==> src/hdl/usb_desc_pkg.sv <==
// Package of constants, field layouts and carrier types for the descriptor block.
package usb_desc_pkg;

  // Byte counts of the descriptors served by this block.
  localparam int unsigned CFG_BYTES = 9;
  localparam int unsigned IFC_BYTES = 9;
  localparam int unsigned EP_BYTES  = 7;

  // Byte offsets inside the configuration descriptor.
  localparam logic [3:0] CFG_OFS_TYPE  = 4'h1;
  localparam logic [3:0] CFG_OFS_ATTR  = 4'h7;
  localparam logic [3:0] CFG_OFS_POWER = 4'h8;

  // Byte offsets inside an endpoint descriptor.
  localparam logic [3:0] EP_OFS_LEN      = 4'h0;
  localparam logic [3:0] EP_OFS_TYPE     = 4'h1;
  localparam logic [3:0] EP_OFS_ADDR     = 4'h2;
  localparam logic [3:0] EP_OFS_ATTR     = 4'h3;
  localparam logic [3:0] EP_OFS_MPS_LO   = 4'h4;
  localparam logic [3:0] EP_OFS_MPS_HI   = 4'h5;
  localparam logic [3:0] EP_OFS_INTERVAL = 4'h6;

  // Fixed configuration descriptor type byte.
  localparam logic [7:0] CFG_TYPE_VAL = 8'h02;

  // Power byte defaults for self and bus powered operation.
  localparam logic [7:0] POWER_SELF = 8'h01;
  localparam logic [7:0] POWER_BUS  = 8'hfa;

  // Attribute byte layout: bit 7 always set, bit 6 self powered,
  // bit 5 remote wakeup; the bus powered, wakeup case gives a0h.
  localparam logic [7:0] ATTR_BASE     = 8'h80;
  localparam int unsigned ATTR_SELF_BIT = 6;
  localparam int unsigned ATTR_WAKE_BIT = 5;
  localparam logic [7:0] ATTR_DEFAULT  = 8'ha0;

  // Reset images of the configuration and interface descriptors.
  localparam logic [8:0][7:0] CFG_RST = {
    POWER_BUS, ATTR_DEFAULT, 8'h00, 8'h01, 8'h01,
    8'h00, 8'h27, CFG_TYPE_VAL, 8'h09};
  localparam logic [8:0][7:0] IFC_RST = {
    8'h00, 8'hff, 8'h00, 8'hff, 8'h03, 8'h00, 8'h00, 8'h04, 8'h09};

  // Endpoint descriptor constants.
  localparam logic [7:0]  EP_LEN_VAL   = 8'h07;
  localparam logic [7:0]  EP_TYPE_VAL  = 8'h05;
  localparam logic [7:0]  EP1_ADDR     = 8'h81;
  localparam logic [7:0]  EP2_ADDR     = 8'h02;
  localparam logic [7:0]  EP3_ADDR     = 8'h83;
  localparam logic [7:0]  ATTR_BULK    = 8'h02;
  localparam logic [7:0]  ATTR_INTR    = 8'h03;
  localparam logic [15:0] MPS_BULK_FS  = 16'h0040;
  localparam logic [15:0] MPS_BULK_HS  = 16'h0200;
  localparam logic [15:0] MPS_INTR     = 16'h0010;
  localparam logic [7:0]  BULK_IVL     = 8'h00;
  localparam logic [7:0]  INTR_IVL_HS  = 8'h04;
  localparam logic [7:0]  INTR_IVL_FS  = 8'h01;

  // Load port field selectors.
  localparam logic [4:0] LD_CFG_BASE = 5'h00;
  localparam logic [4:0] LD_IFC_BASE = 5'h09;
  localparam logic [4:0] LD_IVL_HS   = 5'h12;
  localparam logic [4:0] LD_IVL_FS   = 5'h13;

  // Which descriptor a request asks for.
  typedef enum logic [2:0] {
    KIND_CFG = 3'h0,
    KIND_IFC = 3'h1,
    KIND_EP1 = 3'h2,
    KIND_EP2 = 3'h3,
    KIND_EP3 = 3'h4
  } desc_kind_t;

  // Start-up states: two cycles fill the strap synchroniser, then capture.
  typedef enum logic [1:0] {
    ST_FILL0 = 2'h0,
    ST_FILL1 = 2'h1,
    ST_CAPT  = 2'h2,
    ST_LIVE  = 2'h3
  } phase_t;

  // A descriptor byte request.
  typedef struct packed {
    logic       valid;
    desc_kind_t kind;
    logic [3:0] idx;
  } desc_req_t;

  // A byte written by the non-volatile loader.
  typedef struct packed {
    logic       valid;
    logic [4:0] sel;
    logic [7:0] data;
  } ld_wr_t;

endpackage : usb_desc_pkg

==> src/hdl/usb_desc_defaults.sv <==
// Descriptor byte server for configuration, interface and endpoint data.
//
// Contract
// - Configuration type byte always reads 02h.
// - Power byte defaults 01h self, FAh bus.
// - Attribute default derives from sampled straps.
// - Compliance fields are loaded as written.
// - Interface zero loadable, defaults 09 04 00 00 03.
// - Class, subclass, protocol, string index freely loadable.
// - Endpoint one: fixed 81h, bulk 02h.
// - Endpoint two: fixed 02h, bulk.
// - Bulk packet size 64 full, 512 high.
// - Bulk interval byte reads 00h.
// - Endpoint length 07h, type 05h.
// - Interrupt endpoint loads only its interval.
// - Interrupt interval defaults 04h high, 01h full.
// - Attribute default a0h when the straps give bus powered, wakeup.
module usb_desc_defaults (
  // Clock and reset.
  input  wire logic                   core_clk_in,
  input  wire logic                   rst_n_in,
  // Strap pins, asynchronous to the core clock.
  input  wire logic                   power_source_strap_in,
  input  wire logic                   remote_wakeup_strap_in,
  // Current bus speed from the device controller, high when high speed.
  input  wire logic                   high_speed_in,
  // Loader write port.
  input  wire usb_desc_pkg::ld_wr_t   ld_wr_in,
  // Descriptor byte request.
  input  wire usb_desc_pkg::desc_req_t desc_req_in,
  // Descriptor byte answer.
  output logic [7:0]                  desc_data_out,
  output logic                        desc_valid_out,
  output logic                        desc_err_out,
  output logic                        ready_out
);

  // All state of the block in one record.
  typedef struct packed {
    usb_desc_pkg::phase_t phase;   // Start-up phase.
    logic [1:0]      sync1;        // First synchroniser stage of straps.
    logic [1:0]      sync2;        // Second synchroniser stage of straps.
    logic            self_pwr;     // Captured power source strap.
    logic            wake_en;      // Captured remote wakeup strap.
    logic [8:0][7:0] cfg;          // Configuration descriptor image.
    logic [8:0][7:0] ifc;          // Interface descriptor image.
    logic            attr_ld;      // Attribute byte came from the loader.
    logic            pwr_ld;       // Power byte came from the loader.
    logic [7:0]      ivl_hs;       // Interrupt interval at high speed.
    logic [7:0]      ivl_fs;       // Interrupt interval at full speed.
    logic [7:0]      data;         // Answer byte.
    logic            valid;        // Answer strobe.
    logic            err;          // Answer refused.
    logic            ready;        // Straps captured, requests served.
  } state_t;

  state_t q, d;

  // Builds one endpoint descriptor byte from the fixed tables.
  function automatic logic [7:0] ep_byte(
    input usb_desc_pkg::desc_kind_t k,
    input logic [3:0]               i,
    input logic                     hs,
    input logic [7:0]               ivl
  );
    logic [7:0]  adr;
    logic [7:0]  atr;
    logic [15:0] mps;
    logic [7:0]  itv;
    // Bulk endpoints are fixed constants; only the interval of the
    // interrupt endpoint is ever taken from loaded data.
    case (k)
      usb_desc_pkg::KIND_EP1: begin
        adr = usb_desc_pkg::EP1_ADDR;
        atr = usb_desc_pkg::ATTR_BULK;
        mps = hs ? usb_desc_pkg::MPS_BULK_HS
                 : usb_desc_pkg::MPS_BULK_FS;
        itv = usb_desc_pkg::BULK_IVL;
      end
      usb_desc_pkg::KIND_EP2: begin
        adr = usb_desc_pkg::EP2_ADDR;
        atr = usb_desc_pkg::ATTR_BULK;
        mps = hs ? usb_desc_pkg::MPS_BULK_HS
                 : usb_desc_pkg::MPS_BULK_FS;
        itv = usb_desc_pkg::BULK_IVL;
      end
      default: begin
        adr = usb_desc_pkg::EP3_ADDR;
        atr = usb_desc_pkg::ATTR_INTR;
        mps = usb_desc_pkg::MPS_INTR;
        itv = ivl;
      end
    endcase
    case (i)
      usb_desc_pkg::EP_OFS_LEN:  ep_byte = usb_desc_pkg::EP_LEN_VAL;
      usb_desc_pkg::EP_OFS_TYPE: ep_byte = usb_desc_pkg::EP_TYPE_VAL;
      usb_desc_pkg::EP_OFS_ADDR:     ep_byte = adr;
      usb_desc_pkg::EP_OFS_ATTR:     ep_byte = atr;
      usb_desc_pkg::EP_OFS_MPS_LO:   ep_byte = mps[7:0];
      usb_desc_pkg::EP_OFS_MPS_HI:   ep_byte = mps[15:8];
      usb_desc_pkg::EP_OFS_INTERVAL: ep_byte = itv;
      default:                       ep_byte = 8'h00;
    endcase
  endfunction

  // Default attribute byte from the captured straps.
  logic [7:0] strap_attr;
  // Default power byte from the captured power source strap.
  logic [7:0] strap_pwr;

  // Strap-derived defaults; each stands only until the loader writes its own byte.
  always_comb begin
    strap_attr = usb_desc_pkg::ATTR_BASE;
    strap_attr[usb_desc_pkg::ATTR_SELF_BIT] = q.self_pwr;
    strap_attr[usb_desc_pkg::ATTR_WAKE_BIT] = q.wake_en;
    strap_pwr = q.self_pwr ? usb_desc_pkg::POWER_SELF
                           : usb_desc_pkg::POWER_BUS;
  end

  // Next-state logic for the whole block.
  always_comb begin
    d       = q;
    d.valid = 1'b0;
    d.err   = 1'b0;
    // The first stage feeds only the second stage.
    d.sync1 = {power_source_strap_in, remote_wakeup_strap_in};
    d.sync2 = q.sync1;

    // Start-up: wait until the synchroniser holds the pin levels.
    case (q.phase)
      usb_desc_pkg::ST_FILL0: d.phase = usb_desc_pkg::ST_FILL1;
      usb_desc_pkg::ST_FILL1: d.phase = usb_desc_pkg::ST_CAPT;
      usb_desc_pkg::ST_CAPT: begin
        d.self_pwr = q.sync2[1];
        d.wake_en  = q.sync2[0];
        d.phase    = usb_desc_pkg::ST_LIVE;
      end
      default: d.phase = usb_desc_pkg::ST_LIVE;
    endcase
    // Ready is kept as its own flop so that the pin has no decode
    // behind it; it rises together with the live phase.
    d.ready = (d.phase == usb_desc_pkg::ST_LIVE);

    // Loader writes; values are stored untouched so that the loaded
    // compliance fields are served as programmed.
    if (ld_wr_in.valid) begin
      if (ld_wr_in.sel < usb_desc_pkg::LD_IFC_BASE) begin
        // A loaded type byte is dropped; the fixed value is served.
        if (ld_wr_in.sel[3:0] != usb_desc_pkg::CFG_OFS_TYPE) begin
          d.cfg[ld_wr_in.sel[3:0]] = ld_wr_in.data;
        end
        if (ld_wr_in.sel[3:0] == usb_desc_pkg::CFG_OFS_ATTR) begin
          d.attr_ld = 1'b1;
        end
        if (ld_wr_in.sel[3:0] == usb_desc_pkg::CFG_OFS_POWER) begin
          d.pwr_ld = 1'b1;
        end
      end else if (ld_wr_in.sel < usb_desc_pkg::LD_IVL_HS) begin
        d.ifc[4'(ld_wr_in.sel - usb_desc_pkg::LD_IFC_BASE)] =
          ld_wr_in.data;
      end else if (ld_wr_in.sel == usb_desc_pkg::LD_IVL_HS) begin
        d.ivl_hs = ld_wr_in.data;
      end else if (ld_wr_in.sel == usb_desc_pkg::LD_IVL_FS) begin
        d.ivl_fs = ld_wr_in.data;
      end
    end

    // Requests are answered one cycle later; before capture the straps
    // are not yet known, so requests are refused.
    if (desc_req_in.valid) begin
      d.valid = 1'b1;
      d.data  = 8'h00;
      if (q.phase != usb_desc_pkg::ST_LIVE) begin
        d.err = 1'b1;
      end else begin
        case (desc_req_in.kind)
          usb_desc_pkg::KIND_CFG: begin
            if (desc_req_in.idx >= 4'(usb_desc_pkg::CFG_BYTES)) begin
              d.err = 1'b1;
            end else if (desc_req_in.idx == usb_desc_pkg::CFG_OFS_TYPE) begin
              d.data = usb_desc_pkg::CFG_TYPE_VAL;
            end else if (desc_req_in.idx == usb_desc_pkg::CFG_OFS_ATTR &&
                         !q.attr_ld) begin
              d.data = strap_attr;
            end else if (desc_req_in.idx == usb_desc_pkg::CFG_OFS_POWER &&
                         !q.pwr_ld) begin
              d.data = strap_pwr;
            end else begin
              d.data = q.cfg[desc_req_in.idx];
            end
          end
          usb_desc_pkg::KIND_IFC: begin
            if (desc_req_in.idx >= 4'(usb_desc_pkg::IFC_BYTES)) begin
              d.err = 1'b1;
            end else begin
              d.data = q.ifc[desc_req_in.idx];
            end
          end
          usb_desc_pkg::KIND_EP1, usb_desc_pkg::KIND_EP2,
          usb_desc_pkg::KIND_EP3: begin
            if (desc_req_in.idx >= 4'(usb_desc_pkg::EP_BYTES)) begin
              d.err = 1'b1;
            end else begin
              // Speed is taken as it stands in the request cycle.
              d.data = ep_byte(desc_req_in.kind, desc_req_in.idx,
                               high_speed_in,
                               high_speed_in ? q.ivl_hs : q.ivl_fs);
            end
          end
          default: d.err = 1'b1;
        endcase
      end
    end

    // Synchronous reset loads the default images.
    if (!rst_n_in) begin
      d.phase    = usb_desc_pkg::ST_FILL0;
      d.sync1    = 2'h0;
      d.sync2    = 2'h0;
      d.self_pwr = 1'b0;
      d.wake_en  = 1'b1;
      d.cfg      = usb_desc_pkg::CFG_RST;
      d.ifc      = usb_desc_pkg::IFC_RST;
      d.attr_ld  = 1'b0;
      d.pwr_ld   = 1'b0;
      d.ivl_hs   = usb_desc_pkg::INTR_IVL_HS;
      d.ivl_fs   = usb_desc_pkg::INTR_IVL_FS;
      d.data     = 8'h00;
      d.valid    = 1'b0;
      d.err      = 1'b0;
      d.ready    = 1'b0;
    end
  end

  // The single state register.
  always_ff @(posedge core_clk_in) begin
    q <= d;
  end

  // Outputs come straight from the state register.
  assign desc_data_out  = q.data;
  assign desc_valid_out = q.valid;
  assign desc_err_out   = q.err;
  assign ready_out      = q.ready;
endmodule : usb_desc_defaults

==> config.mk <==
export PLATFORM = sky130hd
export DESIGN_NAME = usb_desc_defaults
export DESIGN_NICKNAME = d
export VERILOG_FILES = /design/src/hdl/usb_desc_pkg.sv /design/src/hdl/usb_desc_defaults.sv
export SDC_FILE = /design/constraint.sdc
export NUM_CORES = 1
export LEC_CHECK = 0
export BUFFER_PORTS_ARGS = -buffer_cell sky130_fd_sc_hd__buf_2
export CAP_MARGIN = 15
export CORE_MARGIN = 2
export CORE_UTILIZATION = 40
export CTS_CLUSTER_SIZE = 25
export DETAILED_ROUTE_END_ITERATION = 6
export PLACE_DENSITY = 0.66
export SETUP_SLACK_MARGIN = 0.4
export SLEW_MARGIN = 20
export SYNTH_ARGS = -nofsm -noshare
export SYNTH_HDL_FRONTEND = slang
export SYNTH_SLANG_ARGS = --single-unit
export TNS_END_PERCENT = 1
==> constraint.sdc <==
create_clock -name core_clk_in -period 2.01 [get_ports core_clk_in]
set_input_delay 0.1005 -clock core_clk_in [delete_from_list [all_inputs] [get_ports core_clk_in]]
set_output_delay 0.1005 -clock core_clk_in [all_outputs]
set_load 0.1 [all_outputs]
==> impl_results.md <==
- Die extent in y: 148 um
- Mapped Area: between 8000 and 9000 um2
- Largest fanout on the critical path: 2
- Worst hold path type: in -> reg
- Required @ worst endpoint: roughly 2300 ps
- Part of the total power dissipated in the clock network: 0.449
- Type of destination of the critical path: flop
- Detailed Route WL: between 20000 and 25000 um
- DRC violation count after routing: 0
- Library cells used by synthesis: between 50 and 60
- Arrival time worst endpoint: around 1900 ps
- Synth top cells by count: 181 x sky130_fd_sc_hd__dfxtp_1, 124 x sky130_fd_sc_hd__mux2i_1, 108 x sky130_fd_sc_hd__nor2_1, 107 x sky130_fd_sc_hd__nand2_1, 51 x sky130_fd_sc_hd__nand3_1
- Max Root-Sink Buffers: 2
- Std-Cell Core Area: a little over 20000 um2
- Net total in the final layout: approximately 930
- TritonCTS buffer count: 17
- Number of antenna violations at the first check in global routing: 2
- Routed vias: around 6500
- Area after DPL: 8790 um2
- Simple-gate share of the synthesized area: 0.205
- Routed WL per cell: between 15 and 20 um
- Number of enable-type register cells in the synthesized netlist: 0
- Combinational family with the most area after synthesis: multiplexers
- Post-route clock skew: about 7.2 ps
- Total congestion overflow: 0
- Portion of netlist area occupied by mux cells: 0.233
- Pin count of the biggest net entering global routing: 55
- Starting Density: 0.409
- Drt first-iter violations: approximately 730
- Via-to-Cell Ratio: between 5 and 6
- Pins over their slew limit: 0
- Ys async rst share: 0
- Gate Count Post-Synth: 883
- Final instance area: 9420 um2
- Number of failing setup endpoints in the final timing report: 0
- Layout cells sized above 1: 0.166
- Via count of the first global-routing pass: a little over 6000
- Filler Cell Count: about 1900
- Sequential group share of total power: 0.472
- Sinks on the clock net: around 180
- I/O pin count: 38
- Share of total power in combinational logic: 0.079
- Relative slew slack: 0.440
- Status: finished, final reports clean
- Top cells by area in the synthesized netlist: sky130_fd_sc_hd__dfxtp_1 43%, sky130_fd_sc_hd__mux2i_1 15%, sky130_fd_sc_hd__mux4_2 7.0%, sky130_fd_sc_hd__nor2_1 4.9%, sky130_fd_sc_hd__nand2_1 4.8%
- Net load switching power: 1.91 mW
- Clk Tree Root Cell: sky130_fd_sc_hd__clkbuf_16
- Flip-flop and latch count after synthesis: between 150 and 200
- DRT antenna net count: 0
- WS Path Type: reg -> reg
- Register area: around 3600 um2
- FMAX: 0.635 GHz
- Clock latency reported for the late side of the worst-skew pair: between 400 and 500 ps
- Clock slew at the register clock pins of the worst setup and hold paths: ~70 ps
- Startpoint type of the worst setup path: flop
- Max VDD drop: roughly 0.53 mV
- Average size of a mapped cell: ~9.4 um2
- Portion of the clock cycle consumed by the worst path in the final layout: 0.784
- Row Count: between 50 and 60
- RePlAce Congestion: about 0.9
- Wire length of the first global-routing pass: ~36000 um
- Number of violations of the max-capacitance limit: 0
- Internal power: approximately 5.8 mW
- Area growth from synthesis to layout: 13.1%
- Final total negative setup slack: 0 ps
- CTS tree: yes
- First drt pass iteration count: 6
- Number of H-tree levels: 4
- Footprint of the multi-input gates: 4280 um2
- Number of nets in the synthesized netlist: 910
- Fraction of power spent switching nets: 0.248
- Cell leakage power: roughly 3.9 nW
- Dpl hpwl: around 15000 um
- Adder-cell area share of the yosys netlist: 0
- # Post-CTS Setup Buffers: 0
- Final number of hold-violating endpoints: 0
- Unrepaired setup endpoints after global routing: true
- Share of the synthesized area in compound gates (AO/OA/AOI/OAI): 0.0742
- Die Footprint: 22000 um2
- Buffers on Ports: 37
- Power per unit of standard cell area: slightly above 800 nW/um2
- Library cell with the highest instance count after synthesis: sky130_fd_sc_hd__dfxtp_1
- Dominant register cell in the synthesized netlist: sky130_fd_sc_hd__dfxtp_1
- Slew at the pin with the worst max-slew slack: ~830 ps
- GR Util All Layers: 0.212
- Die Wd: between 100 and 150 um
- Count of yosys warnings during synthesis: 0
- Fraction of post-synthesis cell area in the top cell type by area: 0.435
- Top cell type by total area after synthesis: sky130_fd_sc_hd__dfxtp_1
- Xor and xnor fraction of the mapped netlist area: 0
- Sequential element share of the synthesized area: 0.435
- Minimum clock period: 1580 ps
[through the flow]
step                       util  hold WS [ps]  worst slack (ps)  instances  power, mW
final                     0.462          42.0               435       1183       7.73
after global routing      0.462          52.7               394       1182       7.98
after CTS                 0.462          22.9               461       1181       7.77
after detailed placement  0.432           315               175       1148       4.33
after global placement    0.432           313               161       1148       4.32
after floorplan               -           228               504        883       4.13
[registers in the layout, summed over array words and instances (netlist names)]
| name | cells |
|---|---|
| ready_out | 1 |
| desc_valid_out | 1 |
| desc_data_out | 8 |
| desc_err_out | 1 |
| q | 170 |
[layout by cell type (no fill, tap or decap), types with 20 or more instances in the layout]
cell type | synthesis | layout
sky130_fd_sc_hd__nand3_1 | 51 | 51
sky130_fd_sc_hd__nor2b_1 | 27 | 27
sky130_fd_sc_hd__buf_2 | 15 | 37
sky130_fd_sc_hd__buf_4 | 11 | 35
sky130_fd_sc_hd__a21oi_1 | 20 | 20
sky130_fd_sc_hd__dfxtp_1 | 181 | 181
sky130_fd_sc_hd__mux2i_1 | 124 | 124
sky130_fd_sc_hd__mux4_2 | 26 | 26
sky130_fd_sc_hd__nand2_1 | 107 | 107
sky130_fd_sc_hd__nor2_1 | 108 | 108
[layout make-up]
cell class | count | area share
Inverter | 11 | 0.00438
Clock inverter | 12 | 0.0179
Tap cell | 270 | 0.0359
Timing Repair Buffer | 77 | 0.0561
Clock buffer | 19 | 0.0460
Antenna cell | 2 | 0.000531
Multi-Input combinational cell | 611 | 0.454
Sequential cell | 181 | 0.385
[cells by family (layout without fill, tap and decap cells)]
logic type	Yosys count	in the layout
multiplexers	160	160
other	0	2
buffers and inverters	91	119
AND/OR/NAND/NOR	361	361
AO/OA/AOI/OAI	90	90
flip-flops	181	181
[critical path, cell delays in order, from the launching register on]
cell	delay (ps)
sky130_fd_sc_hd__dfxtp_1	310
sky130_fd_sc_hd__mux4_2	520
sky130_fd_sc_hd__nor2_1	110
sky130_fd_sc_hd__nor4_1	70
sky130_fd_sc_hd__nor4_1	310
sky130_fd_sc_hd__a21oi_1	110
[repair_timing]
item                                    4_1_cts  5_1_grt
hold buffers                                  2        0
gates resized for setup                       0        1
endpoints found under the hold margin         2        0
endpoints found under the setup margin        0        2
[routing by layer]
layer / vias up / share of wire / global-route usage / routed length [um]
met5: - / 0 / 0 / 0
met4: 0 / 0.019 / 0.0633 / 428
met3: 27 / 0.061 / 0.0469 / 1380
met2: 215 / 0.46 / 0.328 / 10500
met1: 3188 / 0.46 / 0.297 / 10500
li1: 3116 / - / - / -
[worst paths after layout]
kind	start	to	slack (ps)	cells past startpoint
hold reg to reg	q[178]$_SDFF_PN0_	q[176]$_SDFF_PN0_	440	1
setup reg to reg	q[57]$_SDFFE_PN0P_	desc_data_out[4]$_SDFFE_PN0P_	430	5
hold / removal	rst_n_in	desc_valid_out$_SDFF_PN0_	40	3
setup / recovery	q[57]$_SDFFE_PN0P_	desc_data_out[4]$_SDFFE_PN0P_	430	5
[power groups by stage]
stage	combinational, mW	sequential [mW]	clock (mW)
global route	0.655	3.65	3.68
finish	0.613	3.64	3.47
global placement	0.598	3.73	0
detailed placement	0.600	3.73	0
CTS	0.607	3.64	3.52
floorplan	0.386	3.74	0
No activity file was read; power rests on OpenSTA's default activity.
